==> config.mk <==
export PLATFORM = sky130hd
export DESIGN_NAME = calibration_register_loader
export DESIGN_NICKNAME = d
export VERILOG_FILES = /design/src/hw/calib_loader_pkg.sv /design/src/hw/nv_word_reader.sv /design/src/hw/calibration_register_loader.sv
export VERILOG_INCLUDE_DIRS = /design/src /design/src/hw
export SDC_FILE = /design/constraint.sdc
export NUM_CORES = 1
export LEC_CHECK = 0
export ABC_AREA = 0
export BUFFER_PORTS_ARGS = -buffer_cell sky130_fd_sc_hd__buf_2
export CAP_MARGIN = 0
export CORE_MARGIN = 2
export CORE_UTILIZATION = 25
export DETAILED_ROUTE_END_ITERATION = 8
export HOLD_SLACK_MARGIN = 0.1
export PLACE_DENSITY = 0.46
export SLEW_MARGIN = 30
export SYNTH_ARGS = -nofsm -noshare
export SYNTH_HDL_FRONTEND = slang
export SYNTH_HIERARCHICAL = 1
export SYNTH_SLANG_ARGS = --single-unit
==> constraint.sdc <==
create_clock -name clock_in -period 1.8 [get_ports clock_in]
set_input_delay 0.18 -clock clock_in [delete_from_list [all_inputs] [get_ports clock_in]]
set_output_delay 0.18 -clock clock_in [all_outputs]
set_load 0.05 [all_outputs]
==> src/hw/calib_loader_defines.svh <==
// Address map, field indices and timing constants of the calibration loader
`ifndef CALIB_LOADER_DEFINES_SVH
`define CALIB_LOADER_DEFINES_SVH

// Nonvolatile array shape
`define NV_ADDR_W 10
`define NV_DATA_W 8
`define NV_DEPTH 768
`define NV_PAGE_BYTES 64
`define NV_PAGES 12
`define NV_PAGE_W 4

// Lock code values
`define LOCK_ALL_ONES 8'hff
`define LOCK_ALL_ZEROS 8'h00

// Fixed word locations, low byte at the even address
`define SETUP_ADDR 10'h160
`define OTC_ADDR 10'h164
`define STC_ADDR 10'h168

// Lookup tables
`define OFS_TBL_BASE 10'h000
`define SPAN_LO_BASE 10'h200
`define SPAN_HI_BASE 10'h1a0
`define SPAN_SPLIT 8'h80
`define PTR_MAX 8'haf

// User byte region, never loaded into a register
`define USER_FIRST 10'h16c
`define USER_LAST 10'h19f

// Calibration register bank
`define CAL_REG_W 16
`define CAL_REG_NUM 5
`define CAL_IDX_W 3
`define REG_SETUP 3'h0
`define REG_OTC 3'h1
`define REG_STC 3'h2
`define REG_OFS 3'h3
`define REG_SPAN 3'h4
`define REG_LAST 3'h4

// Refresh timing
`define REFRESH_NS 1000000
`define CLK_PERIOD_NS 40
`define TIMER_W 16

`endif

==> src/hw/calib_loader_pkg.sv <==
// Types shared by the calibration loader and its byte reader
package calib_loader_pkg;
`include "calib_loader_defines.svh"

    typedef logic [`NV_ADDR_W-1:0] nv_addr_t;
    typedef logic [`CAL_REG_W-1:0] cal_word_t;
    typedef logic [`CAL_REG_NUM-1:0][`CAL_REG_W-1:0] cal_bank_t;

    typedef enum logic [1:0] {
        RD_IDLE = 2'b00,
        RD_LOW = 2'b01,
        RD_HIGH = 2'b10
    } rd_phase_t;

    typedef struct packed {
        rd_phase_t phase;
        nv_addr_t addr;
        logic rd;
        logic [`NV_DATA_W-1:0] lo;
        cal_word_t word;
        logic done;
    } rd_state_t;

    typedef enum logic [2:0] {
        LD_RESET = 3'b000,
        LD_DECIDE = 3'b001,
        LD_IDLE = 3'b010,
        LD_ISSUE = 3'b011,
        LD_WAIT = 3'b100
    } ld_state_t;

    typedef enum logic [1:0] {
        MODE_NONE = 2'b00,
        MODE_NORMAL = 2'b01,
        MODE_CALIB = 2'b10
    } op_mode_t;

    typedef struct packed {
        ld_state_t st;
        op_mode_t mode;
        logic [`CAL_IDX_W-1:0] idx;
        logic [7:0] ptr;
        logic [`TIMER_W-1:0] timer;
        logic pend;
        logic busy;
        logic req;
        nv_addr_t req_addr;
        logic erase;
        logic [`NV_PAGE_W-1:0] erase_page;
        cal_bank_t regs;
    } ld_state_s_t;
endpackage

==> src/hw/nv_word_reader.sv <==
// Two-byte word fetch from the byte-wide nonvolatile array
`timescale 1ns/1ps
module nv_word_reader
    import calib_loader_pkg::*;
(
    input wire logic clock_in,              // System clock
    input wire logic rst_b_in,              // Async reset, active low
    input wire logic req_in,                // Start a word fetch
    input wire nv_addr_t addr_in,           // Even byte address of word
    input wire logic [7:0] nv_data_in,      // Byte from array
    input wire logic nv_ack_in,             // Byte valid this cycle
    output nv_addr_t nv_addr_out,           // Byte address to array
    output logic nv_rd_out,                 // Read request, held to ack
    output cal_word_t word_out,             // Assembled word
    output logic done_out                   // Word ready, one cycle
);
    rd_state_t q;
    rd_state_t d;

    // Low byte first, then high byte; word published only when whole
    always_comb begin
        d = q;
        d.done = 1'b0;
        case (q.phase)
            RD_IDLE: begin
                if (req_in) begin
                    d.addr = {addr_in[`NV_ADDR_W-1:1], 1'b0};
                    d.rd = 1'b1;
                    d.phase = RD_LOW;
                end
            end
            RD_LOW: begin
                if (nv_ack_in) begin
                    d.lo = nv_data_in;
                    d.addr = {q.addr[`NV_ADDR_W-1:1], 1'b1};
                    d.phase = RD_HIGH;
                end
            end
            RD_HIGH: begin
                if (nv_ack_in) begin
                    d.word = {nv_data_in, q.lo};
                    d.done = 1'b1;
                    d.rd = 1'b0;
                    d.phase = RD_IDLE;
                end
            end
            default: begin
                d.rd = 1'b0;
                d.phase = RD_IDLE;
            end
        endcase
    end

    // State register
    always_ff @(posedge clock_in or negedge rst_b_in) begin
        if (!rst_b_in) begin
            q <= '0;
        end else begin
            q <= d;
        end
    end

    // Outputs straight from state
    assign nv_addr_out = q.addr;
    assign nv_rd_out = q.rd;
    assign word_out = q.word;
    assign done_out = q.done;
endmodule

==> src/hw/calibration_register_loader.sv <==
// Calibration register loader: array fetch, refresh timer, serial writes
//
// Summary of operation
// - Five 16-bit calibration registers, loaded from array or serial side.
// - Auto loading only when lock byte is all ones and unlock low.
// - After reset, normal mode loads setup word and both tempco registers.
// - Offset and span trim come from entries chosen by thermal pointer.
// - Every 1ms in normal mode all five registers reload.
// - Lock zero or unlock high: no auto load, serial writes only.
// - Array is 768 bytes addressed by a 10-bit byte address.
// - Twelve 64-byte pages; erasing one page leaves the others alone.
// - Offset trim entry n sits at bytes 2n and 2n+1.
// - Span trim below 0x80 from upper region, else from lower region.
// - Words are low byte at even address, high byte next odd.
// - Setup, offset tempco, span tempco fetched at fixed even addresses.
// - The 52 user bytes never reach any calibration register.
// - Thermal pointer is 8 bits, refreshed once every 1ms.
// - Pointer above last entry clamps to last entry, never wraps.
`timescale 1ns/1ps
module calibration_register_loader
    import calib_loader_pkg::*;
#(
    parameter int unsigned REFRESH_CYCLES = `REFRESH_NS / `CLK_PERIOD_NS
)
(
    input wire logic clock_in,                  // 25 MHz system clock
    input wire logic rst_b_in,                  // Power-on reset, low
    input wire logic [7:0] lock_code_byte_in,   // Lock code byte
    input wire logic unlock_in,                 // Unlock pin, high unlocks
    input wire logic [7:0] thermal_ptr_in,      // Temperature conversion
    input wire logic [7:0] nv_data_in,          // Byte from array
    input wire logic nv_ack_in,                 // Byte valid this cycle
    input wire logic ser_wr_in,                 // Serial register write
    input wire logic [2:0] ser_sel_in,          // Target register index
    input wire cal_word_t ser_data_in,          // Serial write data
    input wire logic ser_erase_in,              // Serial page erase
    input wire logic [3:0] ser_page_in,         // Page to erase
    output nv_addr_t nv_addr_out,               // Byte address to array
    output logic nv_rd_out,                     // Byte read request
    output logic nv_erase_out,                  // Page erase pulse
    output logic [3:0] nv_erase_page_out,       // Page being erased
    output cal_word_t setup_word_out,           // Setup word register
    output cal_word_t offset_tempco_reg_out,    // Offset tempco register
    output cal_word_t span_tempco_reg_out,      // Span tempco register
    output cal_word_t offset_trim_reg_out,      // Offset trim register
    output cal_word_t span_trim_reg_out,        // Span trim register
    output logic normal_mode_out,               // Normal operation active
    output logic load_busy_out                  // Array load in progress
);
    localparam logic [`TIMER_W-1:0] TIMER_LAST =
        `TIMER_W'(REFRESH_CYCLES - 1);
    localparam logic [`NV_PAGE_W-1:0] PAGE_COUNT =
        `NV_PAGE_W'(`NV_PAGES);

    ld_state_s_t q;
    ld_state_s_t d;

    cal_word_t rd_word;
    logic rd_done;
    logic tick;
    logic normal_req;
    logic [`CAL_REG_NUM-1:0] ser_we;
    logic [`CAL_REG_NUM-1:0] nv_we;

    // Pointer clamp: values past the last entry stay on the last entry
    function automatic logic [7:0] clamp_ptr(input logic [7:0] p);
        logic [7:0] r;
        r = p;
        if (p > `PTR_MAX) begin
            r = `PTR_MAX;
        end
        return r;
    endfunction

    // Byte address of the low byte for each register in the bank
    function automatic nv_addr_t word_addr(
        input logic [`CAL_IDX_W-1:0] idx,
        input logic [7:0] p
    );
        nv_addr_t a;
        logic [7:0] hi_off;
        a = `SETUP_ADDR;
        hi_off = p - `SPAN_SPLIT;
        case (idx)
            `REG_SETUP: begin
                a = `SETUP_ADDR;
            end
            `REG_OTC: begin
                a = `OTC_ADDR;
            end
            `REG_STC: begin
                a = `STC_ADDR;
            end
            `REG_OFS: begin
                a = `OFS_TBL_BASE + {1'b0, p, 1'b0};
            end
            `REG_SPAN: begin
                if (p < `SPAN_SPLIT) begin
                    a = `SPAN_LO_BASE + {1'b0, p, 1'b0};
                end else begin
                    a = `SPAN_HI_BASE + {1'b0, hi_off, 1'b0};
                end
            end
            default: begin
                a = `SETUP_ADDR;
            end
        endcase
        return a;
    endfunction

    // Two-byte word fetch engine
    nv_word_reader u_reader (
        .clock_in(clock_in),
        .rst_b_in(rst_b_in),
        .req_in(q.req),
        .addr_in(q.req_addr),
        .nv_data_in(nv_data_in),
        .nv_ack_in(nv_ack_in),
        .nv_addr_out(nv_addr_out),
        .nv_rd_out(nv_rd_out),
        .word_out(rd_word),
        .done_out(rd_done)
    );

    // Lock decision from lock byte and unlock pin
    assign normal_req = (lock_code_byte_in == `LOCK_ALL_ONES) && !unlock_in;

    // Refresh period boundary
    assign tick = (q.mode == MODE_NORMAL) && (q.timer == TIMER_LAST);

    // Per-register write enables from the serial side and the fetch engine
    genvar gi;
    generate
        for (gi = 0; gi < `CAL_REG_NUM; gi++) begin : g_we
            assign ser_we[gi] = ser_wr_in && (q.mode == MODE_CALIB) &&
                (ser_sel_in == `CAL_IDX_W'(gi));
            assign nv_we[gi] = rd_done && (q.st == LD_WAIT) &&
                (q.idx == `CAL_IDX_W'(gi));
        end
    endgenerate

    // Next-state logic of the loader
    always_comb begin
        d = q;
        d.req = 1'b0;
        d.erase = 1'b0;

        // Free-running 1ms timer in normal mode
        if (q.mode == MODE_NORMAL) begin
            if (tick) begin
                d.timer = '0;
                d.pend = 1'b1;
            end else begin
                d.timer = q.timer + `TIMER_W'(1);
            end
        end

        case (q.st)
            // One cycle after reset release before sampling the lock
            LD_RESET: begin
                d.st = LD_DECIDE;
            end
            // Catch the mode once power-on reset is over
            LD_DECIDE: begin
                if (normal_req) begin
                    d.mode = MODE_NORMAL;
                    d.ptr = clamp_ptr(thermal_ptr_in);
                    d.idx = `REG_SETUP;
                    d.busy = 1'b1;
                    d.timer = '0;
                    d.st = LD_ISSUE;
                end else begin
                    d.mode = MODE_CALIB;
                    d.st = LD_IDLE;
                end
            end
            // Wait for the next refresh, or serve serial requests
            LD_IDLE: begin
                if (q.mode == MODE_NORMAL && (q.pend || tick)) begin
                    d.pend = 1'b0;
                    d.ptr = clamp_ptr(thermal_ptr_in);
                    d.idx = `REG_SETUP;
                    d.busy = 1'b1;
                    d.st = LD_ISSUE;
                end
            end
            // Hand one word address to the fetch engine
            LD_ISSUE: begin
                d.req = 1'b1;
                d.req_addr = word_addr(q.idx, q.ptr);
                d.st = LD_WAIT;
            end
            // Wait for the whole word, then step to the next register
            LD_WAIT: begin
                if (rd_done) begin
                    if (q.idx == `REG_LAST) begin
                        d.busy = 1'b0;
                        d.st = LD_IDLE;
                    end else begin
                        d.idx = q.idx + `CAL_IDX_W'(1);
                        d.st = LD_ISSUE;
                    end
                end
            end
            default: begin
                d.st = LD_RESET;
            end
        endcase

        // Register bank update, whole words only
        for (int i = 0; i < `CAL_REG_NUM; i++) begin
            if (nv_we[i]) begin
                d.regs[i] = rd_word;
            end else if (ser_we[i]) begin
                d.regs[i] = ser_data_in;
            end
        end

        // Page erase only for pages that exist, in calibration mode
        if (ser_erase_in && q.mode == MODE_CALIB &&
            ser_page_in < PAGE_COUNT) begin
            d.erase = 1'b1;
            d.erase_page = ser_page_in;
        end
    end

    // State register
    always_ff @(posedge clock_in or negedge rst_b_in) begin
        if (!rst_b_in) begin
            q <= '0;
        end else begin
            q <= d;
        end
    end

    // Outputs straight from state
    assign setup_word_out = q.regs[`REG_SETUP];
    assign offset_tempco_reg_out = q.regs[`REG_OTC];
    assign span_tempco_reg_out = q.regs[`REG_STC];
    assign offset_trim_reg_out = q.regs[`REG_OFS];
    assign span_trim_reg_out = q.regs[`REG_SPAN];
    assign normal_mode_out = (q.mode == MODE_NORMAL);
    assign load_busy_out = q.busy;
    assign nv_erase_out = q.erase;
    assign nv_erase_page_out = q.erase_page;
endmodule

==> impl_metrics.json, run 1 <==
{
  "clk_latency_ns": 0.43,
  "area_delta_synth_final_pct": 21.17,
  "finalClockSkew_ns": 0.01084,
  "core_um2": 33700,
  "power_frac_comb_pct": 35.7,
  "finalHoldViolations": 0,
  "vias_per_cell": 4.161,
  "power_density_nw_per_um2": 1410,
  "fin_crit_sh_pct": 95.52,
  "p_sw_mw": 6.135,
  "crit_fanout": 4,
  "grt_util_all_layers_pct": 12.80,
  "place.gp.congestion": 0.7373,
  "hp-class": "input pin to flip-flop",
  "post-route-util_pct": 30.85,
  "seq_area_um2": 4179,
  "syn_nets": 867,
  "dp.cells": 1310,
  "placed_cell_area_um2": 9400,
  "pwr-share-seq_pct": 38.4,
  "io_buffer_count": 150,
  "fmax_mhz": 581.6,
  "period_needed_ns": 1.719,
  "root_buffer": "clkbuf_16",
  "cts_buffers": 17,
  "cts_sinks": 167,
  "cp-start-kind": "flip-flop",
  "power.share.clock_pct": 25.9,
  "fin_nets": 975,
  "routed_wl_um": 22150,
  "multi_input_area_um2": 3382,
  "worstMarginPinSlew_ns": 0.4473,
  "wire_per_inst_um": 16.10,
  "antennaDiodeCount": 0,
  "antenna_found_initial": 1,
  "syn_inst": 807,
  "critPathRequiredTime_ns": 2.12,
  "grt_start_max_net_pins": 53,
  "end_kind": "flip-flop",
  "cts-htree-levels": 4,
  "cts_tree": "done",
  "vdd_ir_drop_max_mv": 0.6727,
  "ys.warnings.count": 6,
  "ioPinCount": 151,
  "nFillCells": 3533,
  "p_leak_nw": 4.862,
  "crit_slowest_cell": "dfrtp_1",
  "rows": 67,
  "die_h_um": 189.3,
  "dieWidth_um": 189.3,
  "worstPathArrival_ns": 2.03,
  "r2r_slack_ns": 0.08,
  "dp_hpwl_um": 15420,
  "fin_setup_tns_ns": 0,
  "clk_pin_slew_ns": 0.07,
  "avgSynthCellArea_um2": 10.63,
  "max_cap_violations": 0,
  "grt_overflow_total": 0,
  "power_switching_share_pct": 41.85,
  "p_int_mw": 8.526,
  "hold_depth": 3,
  "cp_cell_sequence": "nor4b_4, nand3b_4, o31ai_4, o31ai_2, mux2_4",
  "cts_buffer_depth": 2,
  "dr.pass1.iters": 4,
  "dr.first_iter.drc_count": 225,
  "max_stage_delay_ns": 0.41,
  "start_util_pct": 25.46,
  "setup_viol": 0,
  "status": "finished clean",
  "netlist_area_um2": 8581,
  "reg2reg_depth": 5,
  "dieArea_um2": 35820,
  "layout-drive-gt1-share_pct": 31.79,
  "setup.worst_path.class": "flip-flop to flip-flop",
  "vias": 5725,
  "fin_area_um2": 10400,
  "grt_pass1_wl_um": 34760,
  "detail-route-antenna-nets": 0,
  "slew_headroom_pct": 70.18,
  "grt_pass1_vias": 5900,
  "drv_slew": 0,
  "fin_cells": 1376,
  "finalPower_mw": 14.66,
  "drc": 0
}
per-stage QoR:
step	setup slack [ns]	hold WS, ns
detailed placement	0.02384	0.1364
global route	-0.01266	0.1201
floorplan	0.004866	-0.1156
finish	0.08058	0.1209
CTS	0.003419	0.1006
global placement	0.03511	0.1380
power groups by stage:
stage / Combinational [mW] / Clock [mW] / Sequential (mW)
floorplan: 5.15 / 0 / 5.27
global placement: 5.17 / 0 / 5.72
detailed placement: 5.22 / 0 / 5.73
CTS: 5.28 / 3.94 / 5.66
global route: 5.61 / 4.12 / 5.81
finish: 5.23 / 3.80 / 5.63
placed cells by master, fill, tap and decap left out, types with 12 or more instances in the layout:
| cell type | n |
|---|---|
| nor2_1 | 78 |
| mux2_4 | 12 |
| clkbuf_16 | 17 |
| dlygate4sd3_1 | 33 |
| mux2_2 | 26 |
| buf_2 | 149 |
| a21oi_1 | 57 |
| nand2_1 | 70 |
| buf_4 | 38 |
| buf_12 | 12 |
| mux2i_1 | 87 |
| dfrtp_1 | 167 |
| o21ai_0 | 47 |
| inv_1 | 14 |
critical path, delay by kind of cell (launching register included):
family	cells	cell delay, ns
AOI/OAI and AO/OA	2	0.41
DFF	1	0.41
and+or+nand+nor	2	0.49
muxes	1	0.31
cell type report:
class | count | area share, %
well taps | 448 | 5.391
inverters | 15 | 0.5656
clock buffers | 17 | 4.091
flip-flops and latches | 167 | 40.19
repair buffers | 233 | 15.51
multi-input cells | 481 | 32.53
clock inverters | 15 | 1.721
layer usage:
metal | global-route usage (%) | vias up | share of wire, %
met2 | 21.60 | 111 | 49
li1 | - | 2869 | -
met4 | 3.011 | 2 | 1.2
met3 | 3.133 | 15 | 4.0
met5 | 0 | - | 0.036
met1 | 16.50 | 2728 | 46
worst paths after layout:
| check | startpoint | to |
|---|---|---|
| worst max-delay path | q[101] | q[124] |
| worst min-delay path | ser_data_in[0] | setup_word_out[0] |
| worst max register to register | q[101] | q[124] |
| worst min register to register | nv_erase_page_out[3] | nv_erase_page_out[3] |
| max in group asynchronous | rst_b_in | q[108] |
| min in group asynchronous | rst_b_in | setup_word_out[3] |
sequential cells by signal, indices dropped and copies added, names as in the netlist:
name,cells
span_trim_reg_out,16
u_reader/done_out,1
nv_erase_page_out,4
setup_word_out,16
span_tempco_reg_out,16
offset_trim_reg_out,16
offset_tempco_reg_out,16
u_reader/nv_addr_out,10
q,43
nv_erase_out,1
u_reader/nv_rd_out,1
u_reader/word_out,16
u_reader/q,10
load_busy_out,1
repair_timing:
item,CTS,global route
gates resized for setup,0,11
hold buffers,33,0
hold endpoints to repair,170,0
endpoints found under the setup margin,0,30
setup buffers,0,1
No activity file was read; power rests on OpenSTA's default activity.
==> inputs of run 2 (changes only) <==
- PLACE_DENSITY: 0.46 -> 0.45
- clock period: 1.8 -> 1.81 ns (I/O delays scaled with it)
==> run 2 against run 1 <==
Against the previous run:
- worst setup slack worse by 0.019 ns
- die area did not move
- via count increased by 1.1%
- critical path depth unchanged
- largest power group unchanged
- fmax down 1.7%
- clock-buffer cell count grew 1
- wire length rose by 2.0%
- first-iteration DRC count decreased by 18%
- utilization down 0.093 points
- clock skew rose by 0.0042 ns
==> impl_metrics.json, run 2 (synthesized netlist as in run 1, its figures left out) <==
{
  "max_cap_violations": 0,
  "hold_depth": 3,
  "root_buffer": "clkbuf_16",
  "ioPinCount": 151,
  "worstPathArrival_ns": 2.07,
  "dr.pass1.iters": 4,
  "dr.max_layer_used": "met4",
  "io_buffer_count": 150,
  "grt_pass1_wl_um": 34750,
  "p_leak_nw": 4.825,
  "place.gp.congestion": 0.7580,
  "drv_slew": 0,
  "met1_length_um": 10690,
  "fin_area_um2": 10370,
  "wire_per_inst_um": 16.48,
  "vdd_ir_drop_max_mv": 0.7449,
  "wl_met3_um": 1047,
  "slew_headroom_pct": 68.27,
  "period_needed_ns": 1.749,
  "routed_wl_um": 22600,
  "rows": 67,
  "dp.cells": 1301,
  "antenna_found_initial": 0,
  "area_delta_synth_final_pct": 20.81,
  "grt_util_all_layers_pct": 12.85,
  "mostFrequentLayoutCells": "167 x dfrtp_1, 149 x buf_2, 87 x mux2i_1, 78 x nor2_1, 70 x nand2_1",
  "top_register": "q",
  "dieWidth_um": 189.3,
  "antennaDiodeCount": 0,
  "fin_crit_sh_pct": 96.62,
  "crit_fanout": 4,
  "layout_commonest_cell": "dfrtp_1",
  "setup.worst_path.class": "flip-flop to flip-flop",
  "status": "finished clean",
  "largest_reg_flops": 43,
  "start_util_pct": 25.46,
  "hold_end": "offset_tempco_reg_out[0]",
  "end_kind": "flip-flop",
  "critPathRequiredTime_ns": 2.13,
  "hold_start": "ser_data_in[0]",
  "finalPower_mw": 14.49,
  "clk_pin_slew_ns": 0.08,
  "cts_buffer_depth": 2,
  "grt_start_max_net_pins": 45,
  "dr.first_iter.drc_count": 185,
  "rsz0062_at_grt": "true",
  "cts-htree-levels": 4,
  "fin_cells": 1371,
  "r2r_end": "q[124]",
  "grt_overflow_total": 0,
  "placed_cell_area_um2": 9320,
  "die_h_um": 189.3,
  "cp-start-kind": "flip-flop",
  "dieArea_um2": 35820,
  "finalClockSkew_ns": 0.01505,
  "vias_per_cell": 4.222,
  "fmax_mhz": 571.8,
  "detail-route-antenna-nets": 0,
  "setup_viol": 0,
  "power_density_nw_per_um2": 1398,
  "clk_latency_ns": 0.45,
  "layout-drive-gt1-share_pct": 31.31,
  "reg2reg_depth": 5,
  "drc": 0,
  "dp_hpwl_um": 14840,
  "fin_setup_tns_ns": 0,
  "cts_tree": "done",
  "rr_startpoint": "q[101]",
  "finalHoldViolations": 0,
  "post-route-util_pct": 30.76,
  "grt_pass1_vias": 5835,
  "r2r_slack_ns": 0.06,
  "fin_nets": 970,
  "core_um2": 33700,
  "route.met2.wl_um": 10680,
  "vias": 5788,
  "cts_sinks": 167,
  "cts_buffers": 17,
  "hp-class": "input pin to flip-flop",
  "worstMarginPinSlew_ns": 0.4760
}
[run 2: worst max-delay path, stage by stage, from the launching register on]
cell      delay (ns)
dfrtp_1         0.42
nor4b_4         0.33
nand3b_4        0.15
o31ai_4         0.27
o31ai_2         0.14
mux2_4          0.31
[run 2: how the worst max path moves through the flow]
stage | from | endpoint | slack, ns | cells past startpoint
detailed placement | q[99] | q[124] | -0.007 | 6
finish | q[101] | q[124] | 0.06 | 5
global placement | q[99] | q[124] | 0.05 | 6
global route | q[129] | q[124] | -0.02 | 5
CTS | q[101] | q[124] | 0.05 | 5
floorplan | q[126] | q[118] | 0.01 | 7
[run 2: what timing repair did]
action	in CTS	in global routing
cloned	0	1
buffers inserted	0	2
hold buffers	35	0
setup endpoints to repair	1	20
pin swaps	0	3
gates resized for setup	2	11
endpoints found under the hold margin	263	0
[run 2: layout make-up]
type / instances / area, um2
Sequential cell: 167 / 4179
Clock inverter: 14 / 157.7
Multi-Input combinational cell: 481 / 3386
Timing Repair Buffer: 228 / 1585
Clock buffer: 18 / 439.2
Inverter: 15 / 58.81
Tap cell: 448 / 560.5
Fill cell: 3569 / 23330
[run 2: per-stage QoR]
| stage | hold WS (ns) | setup WS (ns) |
|---|---|---|
| 6_report | 0.1310 | 0.06118 |
| 5_1_grt | 0.1220 | -0.01808 |
| 4_1_cts | 0.1018 | 0.04887 |
| 3_5_place_dp | 0.1540 | -0.006591 |
| 3_3_place_gp | 0.1595 | 0.04970 |
| 2_1_floorplan | -0.1146 | 0.01487 |
[run 2: per-layer routing]
| metal | GRT usage (%) | vias up |
|---|---|---|
| met5 | 0 | - |
| met4 | 3.250 | 0 |
| met3 | 3.225 | 13 |
| met2 | 20.75 | 115 |
| met1 | 17.18 | 2796 |
| li1 | - | 2864 |
[run 2: where the power goes]
| part | internal, mW | total, mW | switching, mW |
|---|---|---|---|
| clock | 1.89 | 3.70 | 1.81 |
| combinational | 1.75 | 5.15 | 3.40 |
| sequential | 4.72 | 5.64 | 0.920 |
==> inputs of run 3 (changes only) <==
- REMOVE_ABC_BUFFERS: not set -> 1
==> run 3 against run 2 <==
Against the previous run:
- largest cell class unchanged
- first-iteration DRC count rose by 29%
- hold slack got worse by 0.023 ns
- total power barely moved
- clock-buffer cell count did not move
- via count fell by 0.54%
- fmax rose by 0.60%
- die area did not move
==> impl_metrics.json, run 3 (synthesized netlist as in run 1, its figures left out) <==
{
  "clk_pin_slew_ns": 0.07,
  "finalPower_mw": 14.50,
  "wire_per_inst_um": 16.29,
  "dieWidth_um": 189.3,
  "holdWs_ns": 0.1082,
  "slew_headroom_pct": 67.66,
  "cp-start-kind": "flip-flop",
  "routed_wl_um": 22100,
  "dp_hpwl_um": 15310,
  "vias": 5757,
  "grt_pass1_wl_um": 34960,
  "setup_viol": 0,
  "fin_crit_sh_pct": 96.05,
  "fmax_mhz": 575.2,
  "p_leak_nw": 4.746,
  "vias_per_cell": 4.242,
  "pwr-share-seq_pct": 38.9,
  "power_frac_comb_pct": 35.1,
  "dieArea_um2": 35820,
  "dr.pass1.iters": 4,
  "grt_start_max_net_pins": 45,
  "fin_area_um2": 10180,
  "grt_overflow_total": 0,
  "fin_cells": 1357,
  "ioPinCount": 151,
  "core_um2": 33700,
  "fin_nets": 956,
  "crit_fanout": 4,
  "layout_commonest_cell": "dfrtp_1",
  "drv_slew": 0,
  "status": "finished clean",
  "period_needed_ns": 1.738,
  "mostFrequentLayoutCells": "166 x dfrtp_1, 149 x buf_2, 87 x mux2i_1, 78 x nor2_1, 70 x nand2_1",
  "cts-htree-levels": 4,
  "cts_buffers": 17,
  "cts_buffer_depth": 2,
  "layout-drive-gt1-share_pct": 31.35,
  "grt_util_all_layers_pct": 12.67,
  "end_kind": "flip-flop",
  "root_buffer": "clkbuf_16",
  "cts_tree": "done",
  "antenna_found_initial": 0,
  "power.share.clock_pct": 26.0,
  "largest_reg_flops": 43,
  "critPathRequiredTime_ns": 2.12,
  "power_density_nw_per_um2": 1423,
  "worstPathArrival_ns": 2.05,
  "place.gp.congestion": 0.7170,
  "detail-route-antenna-nets": 0,
  "clk_latency_ns": 0.43,
  "antennaDiodeCount": 0,
  "grt_pass1_vias": 5863,
  "hp-class": "input pin to flip-flop",
  "worstMarginPinSlew_ns": 0.4851,
  "rows": 67,
  "start_util_pct": 25.46,
  "power_switching_share_pct": 41.36,
  "drc": 0,
  "hold_depth": 3,
  "die_h_um": 189.3,
  "max_cap_violations": 0,
  "finalClockSkew_ns": 0.01335,
  "vdd_ir_drop_max_mv": 0.7604,
  "dp.cells": 1301,
  "top_register": "q",
  "dr.first_iter.drc_count": 239,
  "io_buffer_count": 150,
  "p_sw_mw": 5.994,
  "finalHoldViolations": 0,
  "p_int_mw": 8.501,
  "placed_cell_area_um2": 9333,
  "area_delta_synth_final_pct": 18.68,
  "setup.worst_path.class": "flip-flop to flip-flop",
  "cts_sinks": 167,
  "rsz0062_at_grt": "true",
  "reg2reg_depth": 5
}
-- run 3: metal layers --
layer | track usage, % | wire, um | share of wire (%)
met5 | 0 | 0 | 0
met4 | 2.892 | 165 | 0.75
met3 | 2.688 | 850 | 3.8
met2 | 21.03 | 10640 | 48
met1 | 16.91 | 10440 | 47
-- run 3: layout make-up --
class                      instances  area, um2
clock buffer                      18      429.2
clock inverter                    14      163.9
fill                            3548      23520
inverter                          15      58.81
multi-input combinational        481       3346
sequential                       167       4180
tap                              448      560.5
timing repair buffer             214       1445
-- run 3: critical path, stage by stage, from the launching register on --
cell,delay (ns)
dfrtp_1,0.40
nor4b_2,0.30
nand3b_2,0.19
o31ai_4,0.29
o31ai_2,0.14
mux2_4,0.31
-- run 3: repair_timing --
action                     4_1_cts  5_1_grt
hold endpoints to repair       171        0
pin swaps                        0        2
buffers inserted                 0        1
gates resized for setup          2        5
setup endpoints to repair        2       19
hold buffers                    23        0
-- run 3: path summary, 6_finish.rpt --
path	startpoint	to	slack (ns)
setup / recovery	q[101]	q[124]	0.07
hold / removal	thermal_ptr_in[0]	q[114]	0.11
setup reg to reg	q[101]	q[124]	0.07
hold reg to reg	nv_erase_page_out[2]	nv_erase_page_out[2]	0.47
max in group asynchronous	rst_b_in	q[115]	0.92
min in group asynchronous	rst_b_in	span_tempco_reg_out[1]	0.26
-- run 3: stage by stage --
step	setup WS [ns]	TNS (ns)	util (%)
after floorplan	-0.3979	-16.48	-
after global placement	0.02944	0	27.69
after detailed placement	-0.02590	-0.02590	27.69
after CTS	0.03154	0	30.16
after global routing	-0.01339	-0.04693	30.22
final	0.07157	0	30.22
-- run 3: power by group through the flow --
stage | registers, mW | clock network (mW) | logic [mW]
floorplan | 7.54 | 0 | 1.65
global placement | 5.69 | 0 | 5.06
detailed placement | 5.72 | 0 | 5.10
CTS | 5.66 | 3.90 | 5.16
global route | 5.82 | 4.04 | 5.45
finish | 5.64 | 3.76 | 5.09
